`src/hw/clock_select_pkg.sv`:
```
package clock_select_pkg;

    ////////////////////////////////////////////////////////////////////
    // Register indices; the byte address is four times the index
    localparam logic [5:0] BUF_EN_IDX   = 6'h19;
    localparam logic [5:0] CLK_SEL_IDX  = 6'h1a;
    localparam logic [5:0] TEST_SEL_IDX = 6'h1b;
    localparam logic [5:0] PATH_CTL_IDX = 6'h3e;
    localparam logic [5:0] STATUS_IDX   = 6'h3f;

    ////////////////////////////////////////////////////////////////////
    // Output buffer enables, a one means three-stated
    localparam int LINK_CLK_HIZ_BIT = 5;
    localparam int RX_LINK_HIZ_BIT  = 4;
    localparam int INDICATION_BIT   = 3;
    localparam int TX_LINE_HIZ_BIT  = 2;
    localparam int ADAPTER_HIZ_BIT  = 1;
    localparam int RX_CLK_HIZ_BIT   = 0;

    ////////////////////////////////////////////////////////////////////
    // Clock source select fields, two bits each
    localparam int RX_SYSBUS_LSB = 6;
    localparam int TX_SYSBUS_LSB = 4;
    localparam int ADAPTER_LSB   = 2;
    localparam int TX_LINE_LSB   = 0;

    // Selector codes
    localparam logic [1:0] SEL_A = 2'h0;
    localparam logic [1:0] SEL_B = 2'h1;
    localparam logic [1:0] SEL_C = 2'h2;
    localparam logic [1:0] SEL_D = 2'h3;

    ////////////////////////////////////////////////////////////////////
    // Path control fields
    localparam int LINK_DIR_IN_BIT = 0;
    localparam int SLIP_BYPASS_BIT = 1;
    localparam int ADAPTER_EN_BIT  = 2;
    localparam int ATTEN_EN_BIT    = 3;
    localparam int ATTEN_TX_BIT    = 4;
    localparam int NRZ_SELECT_BIT  = 5;

    // Status fields
    localparam int NRZ_MODE_BIT    = 0;
    localparam int ATTEN_PATH_BIT  = 1;
    localparam int CLK_VIEW_LSB    = 2;

    ////////////////////////////////////////////////////////////////////
    // Synchronised clock pins
    localparam int PIN_RX_SYSBUS  = 0;
    localparam int PIN_TX_SYSBUS  = 1;
    localparam int PIN_ADAPTER    = 2;
    localparam int PIN_TX_LINE    = 3;
    localparam int PIN_COUNT      = 4;

    ////////////////////////////////////////////////////////////////////
    // Reset values
    localparam logic [5:0] BUF_EN_RESET   = 6'h3f;
    localparam logic [7:0] CLK_SEL_RESET  = 8'h00;
    localparam logic [5:0] TEST_SEL_RESET = 6'h00;
    localparam logic [5:0] PATH_CTL_RESET = 6'h00;

endpackage

```
`src/hw/clock_select_and_output_enable.sv`:
```
// The APB register port was chosen for this implementation.
`timescale 1ns/1ps
module clock_select_and_output_enable #(
    // Reduced variant parks the adapter pin low
    parameter logic REDUCED_VARIANT = 1'b0
) (
    // Clock, reset and enable
    input  wire logic        mclk_i,
    input  wire logic        resetn_i,
    input  wire logic        ce_i,
    // APB slave
    input  wire logic        psel_i,
    input  wire logic        penable_i,
    input  wire logic        pwrite_i,
    input  wire logic [7:0]  paddr_i,
    input  wire logic [31:0] pwdata_i,
    input  wire logic [3:0]  pstrb_i,
    output logic      [31:0] prdata_o,
    output logic             pready_o,
    output logic             pslverr_o,
    // Clock pins, asynchronous
    input  wire logic        rx_sysbus_clk_pin_i,
    input  wire logic        tx_sysbus_clk_pin_i,
    input  wire logic        adapter_ref_pin_i,
    input  wire logic        tx_line_clk_pin_i,
    // Internal sources, same clock
    input  wire logic        adapter_clk_int_i,
    input  wire logic        rx_recovered_clk_int_i,
    input  wire logic        attenuator_clock_i,
    input  wire logic        tx_link_clk_int_i,
    input  wire logic        rx_neg_or_link_clk_int_i,
    input  wire logic        rx_pos_or_link_data_int_i,
    input  wire logic        tx_neg_or_rx_indication_int_i,
    input  wire logic        tx_pos_or_tx_indication_int_i,
    // Selected internal clocks
    output logic             rx_sysbus_clk_o,
    output logic             tx_sysbus_clk_o,
    output logic             adapter_ref_o,
    output logic             tx_line_clk_o,
    // Pads, value and enable
    output logic             tx_line_clk_out_o,
    output logic             tx_line_clk_out_oe_o,
    output logic             adapter_clk_out_o,
    output logic             adapter_clk_out_oe_o,
    output logic             rx_recovered_clk_out_o,
    output logic             rx_recovered_clk_out_oe_o,
    output logic             tx_link_clk_out_o,
    output logic             tx_link_clk_out_oe_o,
    output logic             rx_neg_or_link_clk_out_o,
    output logic             rx_neg_or_link_clk_out_oe_o,
    output logic             rx_pos_or_link_data_out_o,
    output logic             rx_pos_or_link_data_out_oe_o,
    output logic             tx_neg_or_rx_indication_o,
    output logic             tx_neg_or_rx_indication_oe_o,
    output logic             tx_pos_or_tx_indication_o,
    output logic             tx_pos_or_tx_indication_oe_o
);

    ////////////////////////////////////////////////////////////////////
    // One of four clock sources
    function automatic logic pick4(input logic [1:0] sel,
                                   input logic a, input logic b,
                                   input logic c, input logic d);
        case (sel)
            clock_select_pkg::SEL_A: pick4 = a;
            clock_select_pkg::SEL_B: pick4 = b;
            clock_select_pkg::SEL_C: pick4 = c;
            default:                 pick4 = d;
        endcase
    endfunction

    // Word-aligned address of a mapped register
    function automatic logic addr_known(input logic [7:0] a);
        logic [5:0] idx;
        idx = a[7:2];
        addr_known = (a[1:0] == 2'h0) &&
                     (idx == clock_select_pkg::BUF_EN_IDX   ||
                      idx == clock_select_pkg::CLK_SEL_IDX  ||
                      idx == clock_select_pkg::TEST_SEL_IDX ||
                      idx == clock_select_pkg::PATH_CTL_IDX ||
                      idx == clock_select_pkg::STATUS_IDX);
    endfunction

    ////////////////////////////////////////////////////////////////////
    // Pin synchronisers
    localparam int NP = clock_select_pkg::PIN_COUNT;

    logic [NP-1:0] pin_meta;
    logic [NP-1:0] pin_sync;
    logic [NP-1:0] pins_raw;
    logic [NP-1:0] next_pin_meta;
    logic [NP-1:0] next_pin_sync;

    assign pins_raw[clock_select_pkg::PIN_RX_SYSBUS] = rx_sysbus_clk_pin_i;
    assign pins_raw[clock_select_pkg::PIN_TX_SYSBUS] = tx_sysbus_clk_pin_i;
    assign pins_raw[clock_select_pkg::PIN_ADAPTER]   = adapter_ref_pin_i;
    assign pins_raw[clock_select_pkg::PIN_TX_LINE]   = tx_line_clk_pin_i;

    // First stage feeds only the second stage
    always_comb begin
        next_pin_meta = pins_raw;
        next_pin_sync = pin_meta;
    end

    always_ff @(posedge mclk_i or negedge resetn_i) begin
        if (!resetn_i) begin
            pin_meta <= '0;
            pin_sync <= '0;
        end else if (ce_i) begin
            pin_meta <= next_pin_meta;
            pin_sync <= next_pin_sync;
        end
    end

    ////////////////////////////////////////////////////////////////////
    // Register file and APB slave
    logic [5:0]  output_buffer_enables;
    logic [7:0]  clock_source_select;
    logic [5:0]  factory_test_select;
    logic [5:0]  path_control;
    logic [5:0]  next_buf_en;
    logic [7:0]  next_clk_sel;
    logic [5:0]  next_test_sel;
    logic [5:0]  next_path_ctl;
    logic [31:0] next_prdata;
    logic        next_pready;
    logic        next_pslverr;
    logic [31:0] status_word;
    logic        access;
    logic        commit;
    logic        nrz_mode;
    logic        atten_tx;

    assign access = psel_i & penable_i;
    // Write lands only at the edge that completes the access
    assign commit = access & pready_o & pwrite_i & ~pslverr_o & pstrb_i[0];

    // Live view of the block's own decisions
    always_comb begin
        status_word = 32'h0000_0000;
        status_word[clock_select_pkg::NRZ_MODE_BIT]   = nrz_mode;
        status_word[clock_select_pkg::ATTEN_PATH_BIT] = atten_tx;
        status_word[clock_select_pkg::CLK_VIEW_LSB +: 4] =
            {tx_line_clk_o, adapter_ref_o, tx_sysbus_clk_o, rx_sysbus_clk_o};
    end

    // One wait state so that read data leaves a flip-flop
    always_comb begin
        next_buf_en   = output_buffer_enables;
        next_clk_sel  = clock_source_select;
        next_test_sel = factory_test_select;
        next_path_ctl = path_control;
        next_prdata   = prdata_o;
        next_pready   = access & ~pready_o;
        next_pslverr  = 1'b0;
        if (access && !pready_o) begin
            next_pslverr = ~addr_known(paddr_i) |
                (pwrite_i &&
                 paddr_i[7:2] == clock_select_pkg::STATUS_IDX);
            case (paddr_i[7:2])
                clock_select_pkg::BUF_EN_IDX:
                    next_prdata = {26'h0, output_buffer_enables};
                clock_select_pkg::CLK_SEL_IDX:
                    next_prdata = {24'h0, clock_source_select};
                clock_select_pkg::TEST_SEL_IDX:
                    next_prdata = {26'h0, factory_test_select};
                clock_select_pkg::PATH_CTL_IDX:
                    next_prdata = {26'h0, path_control};
                clock_select_pkg::STATUS_IDX:
                    next_prdata = status_word;
                default:
                    next_prdata = 32'h0000_0000;
            endcase
        end
        if (commit) begin
            case (paddr_i[7:2])
                clock_select_pkg::BUF_EN_IDX:
                    next_buf_en = pwdata_i[5:0];
                clock_select_pkg::CLK_SEL_IDX:
                    next_clk_sel = pwdata_i[7:0];
                clock_select_pkg::TEST_SEL_IDX:
                    next_test_sel = pwdata_i[5:0];
                clock_select_pkg::PATH_CTL_IDX:
                    next_path_ctl = pwdata_i[5:0];
                default:
                    next_path_ctl = path_control;
            endcase
        end
    end

    // Unwritten state resets three-stated to keep shared buses safe
    always_ff @(posedge mclk_i or negedge resetn_i) begin
        if (!resetn_i) begin
            output_buffer_enables <= clock_select_pkg::BUF_EN_RESET;
            clock_source_select   <= clock_select_pkg::CLK_SEL_RESET;
            factory_test_select   <= clock_select_pkg::TEST_SEL_RESET;
            path_control          <= clock_select_pkg::PATH_CTL_RESET;
            prdata_o              <= 32'h0000_0000;
            pready_o              <= 1'b0;
            pslverr_o             <= 1'b0;
        end else if (ce_i) begin
            output_buffer_enables <= next_buf_en;
            clock_source_select   <= next_clk_sel;
            factory_test_select   <= next_test_sel;
            path_control          <= next_path_ctl;
            prdata_o              <= next_prdata;
            pready_o              <= next_pready;
            pslverr_o             <= next_pslverr;
        end
    end

    ////////////////////////////////////////////////////////////////////
    // Clock routing and pad control
    logic next_rx_sysbus;
    logic next_tx_sysbus;
    logic next_adapter_ref;
    logic next_tx_line;
    logic next_tx_line_out;
    logic [7:0] next_oe;

    // NRZ needs the select bit and all three line outputs enabled
    assign nrz_mode = path_control[clock_select_pkg::NRZ_SELECT_BIT] &
        ~output_buffer_enables[clock_select_pkg::INDICATION_BIT] &
        ~output_buffer_enables[clock_select_pkg::TX_LINE_HIZ_BIT];
    assign atten_tx = path_control[clock_select_pkg::ATTEN_EN_BIT] &
        path_control[clock_select_pkg::ATTEN_TX_BIT];

    // Pins are seen two cycles late; fine for line-rate clocks
    always_comb begin
        next_rx_sysbus = pick4(
            clock_source_select[clock_select_pkg::RX_SYSBUS_LSB +: 2],
            pin_sync[clock_select_pkg::PIN_RX_SYSBUS],
            pin_sync[clock_select_pkg::PIN_TX_SYSBUS],
            pin_sync[clock_select_pkg::PIN_ADAPTER],
            adapter_clk_int_i);
        next_tx_sysbus = pick4(
            clock_source_select[clock_select_pkg::TX_SYSBUS_LSB +: 2],
            pin_sync[clock_select_pkg::PIN_TX_SYSBUS],
            pin_sync[clock_select_pkg::PIN_RX_SYSBUS],
            pin_sync[clock_select_pkg::PIN_ADAPTER],
            adapter_clk_int_i);
        if (path_control[clock_select_pkg::SLIP_BYPASS_BIT]) begin
            next_tx_sysbus = 1'b0;
        end
        next_adapter_ref = 1'b0;
        if (path_control[clock_select_pkg::ADAPTER_EN_BIT]) begin
            next_adapter_ref = pick4(
                clock_source_select[clock_select_pkg::ADAPTER_LSB +: 2],
                pin_sync[clock_select_pkg::PIN_ADAPTER],
                rx_recovered_clk_int_i,
                pin_sync[clock_select_pkg::PIN_TX_SYSBUS],
                pin_sync[clock_select_pkg::PIN_TX_LINE]);
        end
        next_tx_line = pick4(
            clock_source_select[clock_select_pkg::TX_LINE_LSB +: 2],
            pin_sync[clock_select_pkg::PIN_TX_LINE],
            rx_recovered_clk_int_i,
            pin_sync[clock_select_pkg::PIN_RX_SYSBUS],
            adapter_clk_int_i);
        // NRZ mode wins over the attenuator path
        if (!nrz_mode && atten_tx) begin
            next_tx_line_out = attenuator_clock_i;
        end else begin
            next_tx_line_out = next_tx_line;
        end
    end

    // Pad enables, active high while driving
    always_comb begin
        next_oe[0] = ~output_buffer_enables[
            clock_select_pkg::TX_LINE_HIZ_BIT];
        next_oe[1] = ~output_buffer_enables[
            clock_select_pkg::ADAPTER_HIZ_BIT];
        next_oe[2] = ~output_buffer_enables[
            clock_select_pkg::RX_CLK_HIZ_BIT];
        next_oe[3] = ~output_buffer_enables[
            clock_select_pkg::LINK_CLK_HIZ_BIT] &
            ~path_control[clock_select_pkg::LINK_DIR_IN_BIT];
        next_oe[4] = ~output_buffer_enables[
            clock_select_pkg::RX_LINK_HIZ_BIT];
        next_oe[5] = next_oe[4];
        next_oe[6] = ~output_buffer_enables[
            clock_select_pkg::INDICATION_BIT];
        next_oe[7] = next_oe[6];
    end

    always_ff @(posedge mclk_i or negedge resetn_i) begin
        if (!resetn_i) begin
            rx_sysbus_clk_o              <= 1'b0;
            tx_sysbus_clk_o              <= 1'b0;
            adapter_ref_o                <= 1'b0;
            tx_line_clk_o                <= 1'b0;
            tx_line_clk_out_o            <= 1'b0;
            adapter_clk_out_o            <= 1'b0;
            rx_recovered_clk_out_o       <= 1'b0;
            tx_link_clk_out_o            <= 1'b0;
            rx_neg_or_link_clk_out_o     <= 1'b0;
            rx_pos_or_link_data_out_o    <= 1'b0;
            tx_neg_or_rx_indication_o    <= 1'b0;
            tx_pos_or_tx_indication_o    <= 1'b0;
            tx_line_clk_out_oe_o         <= 1'b0;
            adapter_clk_out_oe_o         <= 1'b0;
            rx_recovered_clk_out_oe_o    <= 1'b0;
            tx_link_clk_out_oe_o         <= 1'b0;
            rx_neg_or_link_clk_out_oe_o  <= 1'b0;
            rx_pos_or_link_data_out_oe_o <= 1'b0;
            tx_neg_or_rx_indication_oe_o <= 1'b0;
            tx_pos_or_tx_indication_oe_o <= 1'b0;
        end else if (ce_i) begin
            rx_sysbus_clk_o              <= next_rx_sysbus;
            tx_sysbus_clk_o              <= next_tx_sysbus;
            adapter_ref_o                <= next_adapter_ref;
            tx_line_clk_o                <= next_tx_line;
            tx_line_clk_out_o            <= next_tx_line_out;
            adapter_clk_out_o            <= adapter_clk_int_i &
                                            ~REDUCED_VARIANT;
            rx_recovered_clk_out_o       <= rx_recovered_clk_int_i;
            tx_link_clk_out_o            <= tx_link_clk_int_i;
            rx_neg_or_link_clk_out_o     <= rx_neg_or_link_clk_int_i;
            rx_pos_or_link_data_out_o    <= rx_pos_or_link_data_int_i;
            tx_neg_or_rx_indication_o    <= tx_neg_or_rx_indication_int_i;
            tx_pos_or_tx_indication_o    <= tx_pos_or_tx_indication_int_i;
            tx_line_clk_out_oe_o         <= next_oe[0];
            adapter_clk_out_oe_o         <= next_oe[1];
            rx_recovered_clk_out_oe_o    <= next_oe[2];
            tx_link_clk_out_oe_o         <= next_oe[3];
            rx_neg_or_link_clk_out_oe_o  <= next_oe[4];
            rx_pos_or_link_data_out_oe_o <= next_oe[5];
            tx_neg_or_rx_indication_oe_o <= next_oe[6];
            tx_pos_or_tx_indication_oe_o <= next_oe[7];
        end
    end
endmodule // clock_select_and_output_enable

```
`config.mk`:
```
export PLATFORM = sky130hd
export DESIGN_NAME = clock_select_and_output_enable
export DESIGN_NICKNAME = d
export VERILOG_FILES = /design/src/hw/clock_select_pkg.sv /design/src/hw/clock_select_and_output_enable.sv
export SDC_FILE = /design/constraint.sdc
export NUM_CORES = 1
export LEC_CHECK = 0
export BUFFER_PORTS_ARGS = -buffer_cell sky130_fd_sc_hd__buf_2
export CAP_MARGIN = 20
export CORE_UTILIZATION = 45
export CTS_CLUSTER_SIZE = 8
export DETAILED_ROUTE_END_ITERATION = 10
export PLACE_DENSITY = 0.78
export SYNTH_ARGS = -nofsm -noshare
export SYNTH_HDL_FRONTEND = slang
export SYNTH_SLANG_ARGS = --single-unit
```
`constraint.sdc`:
```
create_clock -name mclk_i -period 2.5 [get_ports mclk_i]
set_input_delay 0.75 -clock mclk_i [delete_from_list [all_inputs] [get_ports mclk_i]]
set_output_delay 0.75 -clock mclk_i [all_outputs]
set_load 0.01 [all_outputs]
```
# == Word-level counts from Yosys, hierarchy flattened ==
# Index checks and enable logic that the tools add are counted.
# word_totals
inputBits,62
register_bits,86
wordCells,90
# classes
bitwise_logic,21
n_reduce_logical,20
muxes,9
eq_ne,13
# op_table
op,n
$pmux 8 s5,1
$eq 6x5->1 const B,3
$eq 6x6->1 const B,2
$pmux 1 s3,4
$reduce_and 3->1,4
$and 1x1->1,10
$logic_not 2->1,5
$not 1->1,10
$eq 2x1->1 const B,4
$eq 2x2->1 const B,4
$logic_and 1x1->1,4
$logic_or 1x1->1,4
$mux 1,4
$logic_not 1->1,2
$reduce_and 2->1,1
$or 1x1->1,1

# == Depth between registers and ports, before layout ==
# Gate-level depths: netlist of the first run.
# logic_depth
depth_word,9
mapped_depth,6
mapped_depth_nobuf,4

# == Worst setup path before layout of the first run ==
# OpenSTA, ideal clock, no wires.
# synth_timing
kind,input port to flip-flop
startpoint,input port ce_i
endpoint,register path_control[0]
required_time_ps,2375
stages,6
arrival_ps,2227
path_slack_ps,148
setup_time_ps,125
path_buffers,2
cell_sequence,buf_4 nand3_2 or4_4 or3_1 buf_4 mux2_4
# synth_via
elab_chain_len,1
# synth_rtl
item,line_no,source
from (decl),clock_select_and_output_enable.sv:10,"input wire logic ce_i,"
$reduce_and 3->1 (no line),n/a,
to (signal assigned),clock_select_and_output_enable.sv:197,path_control <= clock_select_pkg::PATH_CTL_RESET;
to (signal assigned),clock_select_and_output_enable.sv:205,path_control <= next_path_ctl;
to (decl),clock_select_and_output_enable.sv:120,logic [5:0] path_control;
# No other way between the ends.
# A chain may end at the register's enable or synchronous reset.

# == Worst setup path after layout of the first run ==
# layout_timing
startpoint,input port ce_i
endpoint,register path_control[5]
# Same word-level chain as after synthesis.

==> results.sh, run 1 <==
export IMPL_outcome="finished with violations"
export IMPL_violations="design-rule violations"
export IMPL_critPathLaunchType="primary input"
export IMPL_fin_crit_sh_pct=84.6
export IMPL_rsz0062_at_grt="false"
export IMPL_dieHeight_um=84.0
export IMPL_endpoint_kind="register"
export IMPL_clock_latency_ns=0.34
export IMPL_worst_pin_slew_ns=0.603
export IMPL_ant_nets=0
export IMPL_synth_avg_cell_area_um2=12.7
export IMPL_antennaDiodeCount=0
export IMPL_cts_clk_slew_worst_paths_ns=0.07
export IMPL_clockRootBuffer="clkbuf_8"
export IMPL_seqCellArea_um2=1560
export IMPL_ys_flop_type="dfrtp_1"
export IMPL_ys_seq_area_share_pct=51.6
export IMPL_cts_setup_buffers=0
export IMPL_clock_path_buffers=2
export IMPL_design_area_um2=3620
export IMPL_synth_edf_count=0
export IMPL_syn_area_um2=3020
export IMPL_nNetsFinal=374
export IMPL_fillers=559
export IMPL_die_w_um=84.0
export IMPL_cts_tree="yes"
export IMPL_slowest_stage="or4_4"
export IMPL_max_freq_mhz=473
export IMPL_crit_arrival_ns=2.33
export IMPL_worst_hold_path_type="primary input to asynchronous set/reset pin"
export IMPL_slew_headroom_pct=59.6
export IMPL_clock_skew_ns=0.00616
export IMPL_initial_utilization_pct=47.1
export IMPL_slowest_delay_ns=0.55
export IMPL_leakagePower_nw=1.76
export IMPL_crit_chain="buf_2 -> nand3_2 -> or4_4 -> or3_1 -> buf_4 -> mux2_4"
export IMPL_port_buffers=64
export IMPL_place_congestion=0.917
export IMPL_finalMaxSlewViolations=0
export IMPL_post_drt_wl_per_cell_um=16.1
export IMPL_cts_made_buffers=9
export IMPL_finalCoreUtilization_pct=56.3
export IMPL_grt_busiest_layer="met2"
export IMPL_ys_types=40
export IMPL_grt_pass1_vias=1986
export IMPL_grt_util_met3_pct=4.25
export IMPL_antenna_found_initial=0
export IMPL_remaining_drc_errors=22
export IMPL_die_area_um2=7050
export IMPL_fin_ws_ns=0.386
export IMPL_met1_usage_pct=27.8
export IMPL_grt_util_met2_pct=30.3
export IMPL_drt_iter0_drc=140
export IMPL_cts_sinks=62
export IMPL_power_density_nw_per_um2=648
export IMPL_grt_pass1_wl_um=10500
export IMPL_place_hpwl_um=4640
export IMPL_track_usage_pct=19.8
export IMPL_drt_total_wl_um=6330
export IMPL_hold_violations=0
export IMPL_hold_buffers=0
export IMPL_area_growth_pct=19.6
export IMPL_ios=116
export IMPL_ys_seq_elements=62
export IMPL_num_rows=29
export IMPL_ctsResizeCount=0
export IMPL_place_area_um2=3400
export IMPL_grt_max_degree=32
export IMPL_htreeDepth=3
export IMPL_first_pass_iters=8
export IMPL_cp_num_buf_inv=2
export IMPL_maxCapViolCount=0
export IMPL_viasPerCell=5.27
export IMPL_layout_min_cycle_time_ns=2.11
export IMPL_yosys_warnings=0
export IMPL_core_area_um2=6420
export IMPL_dp_slack_ns=0.0417
export IMPL_reg2reg_slack_ns=0.56
export IMPL_vias=2076
export IMPL_ys_async_sr_fraction_pct=100
export IMPL_setup_tns_ns=0
export IMPL_drive_above_1_share_pct=47.0
export IMPL_required_ns=2.72
export IMPL_multi_input_area_um2=1270
export IMPL_crit_path_max_fanout=6
export IMPL_critPathKind="primary input to register"
export IMPL_final_cells=394
export IMPL_overflow=0
export IMPL_synth_cells=238
export IMPL_dpl_cell_count=378
export IMPL_crit_family="simple AND/OR/NAND/NOR gates"
export IMPL_finalSetupViolCount=0
export IMPL_vdd_ir_drop_max_uv=493
## state kept, by name, summed over array words and instances (netlist names), 4 cells and up
signal,cells
clock_source_select,8
factory_test_select,6
next_pin_sync,4
output_buffer_enables,6
path_control,6
pin_sync,4
prdata_o,8
## layout by cell type (no fill, tap or decap), types with 2 or more instances in the layout
cell type and instances:
a21oi_1 10, a22o_1 2, a31oi_1 4, and3_1 2
buf_12 2, buf_2 64, buf_4 9, clkbuf_8 13
conb_1 24, dfrtp_1 56, dfstp_2 6, inv_1 11
mux2_2 38, mux2_4 6, mux2i_1 15, mux4_2 4
nand2_1 7, nor2_1 11, nor2b_1 2, o21ai_0 3
o22a_1 6
## metrics by stage
| step | hold slack [ns] | power [mW] |
|---|---|---|
| 3_3_place_gp | 0.486 | 1.40 |
| 6_report | 0.293 | 2.34 |
| 4_1_cts | 0.286 | 2.38 |
| 2_1_floorplan | 0.454 | 1.30 |
| 3_5_place_dp | 0.490 | 1.41 |
| 5_1_grt | 0.306 | 2.45 |
## metal layers
layer  up-vias  wire length, µm
li1        943                -
met1      1033             2860
met2        92             2990
met3         8              366
met4         0              107
met5         -                0
## path summary, 6_finish.rpt
| kind | cells past startpoint | from | to |
|---|---|---|---|
| worst max-delay path | 6 | ce_i | path_control[5] |
| worst min-delay path | 1 | resetn_i | next_pin_sync[3] |
| max in group asynchronous | 2 | resetn_i | output_buffer_enables[1] |
| worst min register to register | 1 | prdata_o[6] | prdata_o[6] |
| min in group mclk_i | 1 | prdata_o[6] | prdata_o[6] |
| worst max register to register | 4 | pslverr_o | path_control[5] |
## cell families after synthesis
logic type                Yosys count  synth area share, %
buffers and inverters              46                 9.23
muxes                              63                 25.1
xor gates and xnor gates            1                0.290
AOI/OAI and AO/OA                  30                 6.71
DFF                                62                 51.6
other                               1                0.124
and+or+nand+nor                    35                 7.00
## Yosys cell counts, types with 5 or more instances
cell	count	area (µm²)
mux2i_1	15	150
mux2_4	6	90.1
nor2_1	11	41.3
inv_1	11	41.3
o22a_1	6	52.6
mux2_2	38	428
clkbuf_1	5	18.8
dfrtp_1	56	1400
a21oi_1	10	50.1
dfstp_2	6	158
nand2_1	7	26.3
buf_4	28	210
## cell type report
type	count	share of cell area, %
flip-flops and latches	62	43.1
multi-input cells	153	35.2
repair buffers	75	11.8
clock buffers	14	5.05
well taps	77	2.66
inverters	11	1.14
clock inverters	2	1.04
## where the power goes
group	internal, mW	switching [mW]	leakage [nW]
clock network	0.570	0.385	0.109
registers	1.07	0.0412	0.756
logic	0.129	0.151	0.899
(Power assumes the default switching activity.)
==> run 2, diff against run 1 <==
clock period = 2 ns   (was 2.5 ns; I/O delays follow)
==> run 2 against run 1 <==
Against the previous run:
- the run still ends with design-rule violations left
- critical endpoint is now output_buffer_enables[4]
- critical path type unchanged
- routed wire length increased by 2.9%
- hold slack got worse by 0.027 ns
- largest cell class unchanged
- setup slack got worse by 0.31 ns
==> results.sh, run 2 (synthesis gave the netlist of run 1 again) <==
export IMPL_antennaDiodeCount=0
export IMPL_clock_path_buffers=2
export IMPL_ios=116
export IMPL_place_hpwl_um=4720
export IMPL_crit_path_max_fanout=6
export IMPL_cts_tree="yes"
export IMPL_slowest_delay_ns=0.57
export IMPL_maxCapViolCount=0
export IMPL_htreeDepth=3
export IMPL_cts_clk_slew_worst_paths_ns=0.07
export IMPL_core_area_um2=6420
export IMPL_critPathLaunchType="primary input"
export IMPL_track_usage_pct=20.5
export IMPL_violations="design-rule violations"
export IMPL_overflow=0
export IMPL_finalCoreUtilization_pct=58.4
export IMPL_dieHeight_um=84.0
export IMPL_finalMaxSlewViolations=0
export IMPL_antenna_found_initial=0
export IMPL_critPathKind="primary input to register"
export IMPL_dpl_cell_count=392
export IMPL_max_freq_mhz=519
export IMPL_final_cells=408
export IMPL_rsz0062_at_grt="false"
export IMPL_num_rows=29
export IMPL_layout_common_cells="buf_2, dfrtp_1, mux2_2"
export IMPL_cts_sinks=62
export IMPL_crit_top_cell="buf_6"
export IMPL_slowest_stage="or4_4"
export IMPL_clock_latency_ns=0.34
export IMPL_area_growth_pct=24.0
export IMPL_viasPerCell=5.25
export IMPL_grt_pass1_vias=2127
export IMPL_crit_arrival_ns=2.19
export IMPL_crit_chain="buf_2 -> nand2_1 -> or4_4 -> buf_6 -> nor4b_4 -> buf_6 -> mux2_2"
export IMPL_power_total_mw=2.98
export IMPL_initial_utilization_pct=47.1
export IMPL_layout_min_cycle_time_ns=1.93
export IMPL_drive_above_1_share_pct=49.5
export IMPL_finalSetupViolCount=0
export IMPL_cts_setup_buffers=0
export IMPL_hold_buffers=0
export IMPL_cts_made_buffers=9
export IMPL_power_density_nw_per_um2=794
export IMPL_endpoint_kind="register"
export IMPL_post_drt_wl_per_cell_um=16.0
export IMPL_outcome="finished with violations"
export IMPL_hold_slack_ns=0.266
export IMPL_largestRegisters="clock_source_select x8, prdata_o x8"
export IMPL_setup_tns_ns=0
export IMPL_grt_pass1_wl_um=10900
export IMPL_required_ns=2.27
export IMPL_place_congestion=0.886
export IMPL_ctsResizeCount=0
export IMPL_vias=2140
export IMPL_drt_iter0_drc=226
export IMPL_die_area_um2=7050
export IMPL_nNetsFinal=388
export IMPL_worst_hold_path_type="primary input to asynchronous set/reset pin"
export IMPL_clock_skew_ns=0.00730
export IMPL_vdd_ir_drop_max_uv=396
export IMPL_fin_crit_sh_pct=96.3
export IMPL_final_common_cell="buf_2"
export IMPL_first_pass_iters=8
export IMPL_hold_violations=0
export IMPL_leakagePower_nw=1.84
export IMPL_die_w_um=84.0
export IMPL_remaining_drc_errors=18
export IMPL_ant_nets=0
export IMPL_drt_total_wl_um=6510
export IMPL_clockRootBuffer="clkbuf_8"
export IMPL_grt_max_degree=63
export IMPL_port_buffers=64
[run 2: final cells by class]
class / count / area [µm²]
Fill cell: 540 / 2670
Clock buffer: 10 / 138
Timing Repair Buffer: 89 / 541
Clock inverter: 6 / 85.1
Sequential cell: 62 / 1560
Inverter: 11 / 41.3
Tap cell: 77 / 96.3
Multi-Input combinational cell: 153 / 1290
[run 2: power by group]
group | internal [mW] | switching (mW) | leakage, nW
combinational | 0.171 | 0.194 | 0.978
clock | 0.730 | 0.495 | 0.108
sequential | 1.33 | 0.0525 | 0.756
total | 2.24 | 0.742 | 1.84
[run 2: final timing paths]
check | startpoint | endpoint | slack, ns | depth (start not counted)
worst max-delay path | pwrite_i | output_buffer_enables[4] | 0.07 | 7
worst min-delay path | resetn_i | prdata_o[5] | 0.27 | 2
worst max register to register | pready_o | output_buffer_enables[4] | 0.08 | 6
worst min register to register | next_pin_sync[1] | pin_sync[1] | 0.50 | 1
max in group asynchronous | resetn_i | output_buffer_enables[4] | 1.44 | 2
min in group mclk_i | tx_neg_or_rx_indication_int_i | tx_neg_or_rx_indication_o | 0.48 | 2
[run 2: per-stage QoR]
step                      cell area [µm²]  worst slack [ns]
after floorplan                      3130           -0.0998
after global placement               3510            -0.249
after detailed placement             3510            -0.275
after CTS                            3730            0.0185
after global routing                 3750            0.0155
final                                3750            0.0748
[run 2: critical path: cells and delay by family]
| family | cells | cell delay [ns] |
|---|---|---|
| and+or+nand+nor | 3 | 0.83 |
| buffers and inverters | 3 | 0.41 |
| muxes | 1 | 0.34 |
[run 2: metal layers]
| layer | track usage [%] | up-vias | part of all wire (%) |
|---|---|---|---|
| met1 | 25.8 | 1057 | 43 |
| met3 | 4.55 | 15 | 5.6 |
| met2 | 32.3 | 97 | 49 |
| li1 | - | 971 | - |
| met5 | 0 | - | 0 |
| met4 | 12.7 | 0 | 2.7 |
==> run 3, diff against run 2 <==
RECOVER_POWER = 100   (was unset)
SETUP_SLACK_MARGIN = 0.3   (was unset)
clock period = 1.9 ns   (was 2 ns; I/O delays follow)
==> run 3 against run 2 <==
Against the previous run:
- the flow finishes with violations (design-rule violations, max-capacitance violations, max-slew violations)
- non-clock buffer count rose by 2
- critical path depth fell by 2
- flip-flop and latch count did not move
- global-route usage fell by 0.095 points
- clock power fell by 20%
- core utilization fell by 1.6 points
- critical endpoint is now output_buffer_enables[5]
==> results.sh, run 3 (synthesis gave the netlist of run 1 again) <==
export IMPL_crit_path_max_fanout=6
export IMPL_overflow=0
export IMPL_fillers=594
export IMPL_grt_pass1_wl_um=11000
export IMPL_vdd_ir_drop_max_uv=434
export IMPL_place_congestion=0.827
export IMPL_slowest_stage="or4_4"
export IMPL_cp_num_buf_inv=2
export IMPL_cts_clk_slew_worst_paths_ns=0.06
export IMPL_cts_made_buffers=9
export IMPL_clkPwrFrac_pct=35.0
export IMPL_clock_latency_ns=0.34
export IMPL_finalMaxSlewViolations=63
export IMPL_power_density_nw_per_um2=775
export IMPL_clockRootBuffer="clkbuf_8"
export IMPL_area_growth_pct=20.6
export IMPL_multi_input_area_um2=1300
export IMPL_remaining_drc_errors=15
export IMPL_worst_pin_slew_ns=1.51
export IMPL_layout_common_cells="dfrtp_1, clkbuf_1, buf_2"
export IMPL_drt_total_wl_um=6610
export IMPL_grt_pass1_vias=2176
export IMPL_fin_ws_ns=0.0216
export IMPL_post_drt_wl_per_cell_um=16.1
export IMPL_crit_top_cell="buf_6"
export IMPL_track_usage_pct=20.4
export IMPL_largestRegisters="clock_source_select x8, prdata_o x8"
export IMPL_crit_chain="or4_4 -> buf_6 -> nor4b_4 -> buf_6 -> mux2_2"
export IMPL_antennaDiodeCount=0
export IMPL_seqPwrFrac_pct=51.8
export IMPL_rsz0062_at_grt="true"
export IMPL_hold_violations=0
export IMPL_design_area_um2=3640
export IMPL_crit_family="simple AND/OR/NAND/NOR gates"
export IMPL_seqCellArea_um2=1560
export IMPL_holdPathStages=2
export IMPL_drt_iter0_drc=94
export IMPL_num_rows=29
export IMPL_slowest_delay_ns=0.55
export IMPL_cts_sinks=62
export IMPL_violations="design-rule violations, max-capacitance violations, max-slew violations"
export IMPL_core_area_um2=6420
export IMPL_clock_path_buffers=2
export IMPL_slew_headroom_pct=-0.684
export IMPL_clock_skew_ns=0.00751
export IMPL_final_common_cell="dfrtp_1"
export IMPL_htreeDepth=3
export IMPL_drive_above_1_share_pct=39.0
export IMPL_layout_min_cycle_time_ns=1.88
export IMPL_antenna_found_initial=0
export IMPL_max_freq_mhz=532
export IMPL_cp_num_cells=5
export IMPL_ios=116
export IMPL_outcome="finished with violations"
export IMPL_fin_crit_sh_pct=98.9
export IMPL_cts_tree="yes"
export IMPL_first_pass_iters=7
export IMPL_leakagePower_nw=1.73
export IMPL_place_hpwl_um=4770
export IMPL_initial_utilization_pct=47.1
export IMPL_nNetsFinal=390
export IMPL_dpl_cell_count=394
export IMPL_maxCapViolCount=1
export IMPL_final_cells=410
export IMPL_endpoint_kind="register"
export IMPL_worst_hold_path_type="primary input to register"
export IMPL_finalSetupViolCount=0
export IMPL_dieHeight_um=84.0
export IMPL_combPwrFrac_pct=13.2
export IMPL_hold_slack_ns=0.464
export IMPL_vias=2137
export IMPL_sw_frac_of_total_pct=26.8
export IMPL_grt_max_degree=63
export IMPL_critPathKind="register to register"
export IMPL_critPathLaunchType="register"
export IMPL_p_int_mw=2.07
export IMPL_required_ns=2.16
export IMPL_die_area_um2=7050
export IMPL_place_area_um2=3530
export IMPL_viasPerCell=5.21
export IMPL_crit_arrival_ns=2.14
export IMPL_die_w_um=84.0
export IMPL_r2r_worst_path_cells=5
export IMPL_dp_slack_ns=-0.310
export IMPL_port_buffers=64
export IMPL_ant_nets=0
export IMPL_p_switching_mw=0.758
==> run 3: area by class of cell <==
cell class,count,share of cell area [%]
clock buffers,11,3.88
clock inverters,5,0.687
inverters,11,1.13
multi-input cells,153,35.6
flip-flops and latches,62,42.8
well taps,77,2.64
repair buffers,91,13.3
==> run 3: final timing paths <==
| check | to | slack (ns) | start |
|---|---|---|---|
| min in group asynchronous | tx_line_clk_out_oe_o | 0.68 | resetn_i |
| max reg2reg | output_buffer_enables[5] | 0.02 | pslverr_o |
| max | output_buffer_enables[5] | 0.02 | pslverr_o |
| min | next_pin_sync[2] | 0.46 | adapter_ref_pin_i |
| min reg2reg | adapter_clk_out_o | 0.51 | adapter_clk_out_o |
| max in group asynchronous | prdata_o[5] | 0.30 | resetn_i |
==> run 3: repair_timing <==
item / in CTS / in global routing
setup buffers: 0 / 0
hold buffers: 0 / 0
pin swaps: 1 / 0
gates resized for setup: 9 / 0
setup endpoints to repair: 26 / 27
==> run 3: worst reg2reg max path: stages, from the launching register on <==
cell	delay, ns
dfrtp_1	0.39
or4_4	0.55
buf_6	0.15
nor4b_4	0.21
buf_6	0.17
mux2_2	0.34
==> run 3: power groups by stage <==
stage / Combinational (mW) / Sequential (mW) / Clock [mW]
after floorplan: 0.212 / 1.50 / 0
after global placement: 0.388 / 1.48 / 0
after detailed placement: 0.396 / 1.48 / 0
after CTS: 0.399 / 1.46 / 1.02
after global routing: 0.409 / 1.47 / 1.09
final: 0.374 / 1.46 / 0.990
==> run 3: per-layer routing <==
metal	routed length, µm	track usage (%)	vias up	part of all wire (%)
li1	-	-	986	-
met1	2910	25.3	1057	44
met2	3250	33.9	80	49
met3	348	6.73	14	5.3
met4	102	6.11	0	1.5
met5	0	0	-	0
==> run 3: per-stage QoR <==
step                      TNS (ns)  utilization (%)  total power [mW]
final                            0             56.8              2.83
after global routing        -0.134             56.8              2.98
after CTS                        0             58.2              2.88
after detailed placement     -6.16             55.0              1.88
after global placement       -6.01             55.0              1.87
after floorplan              -2.73                -              1.71
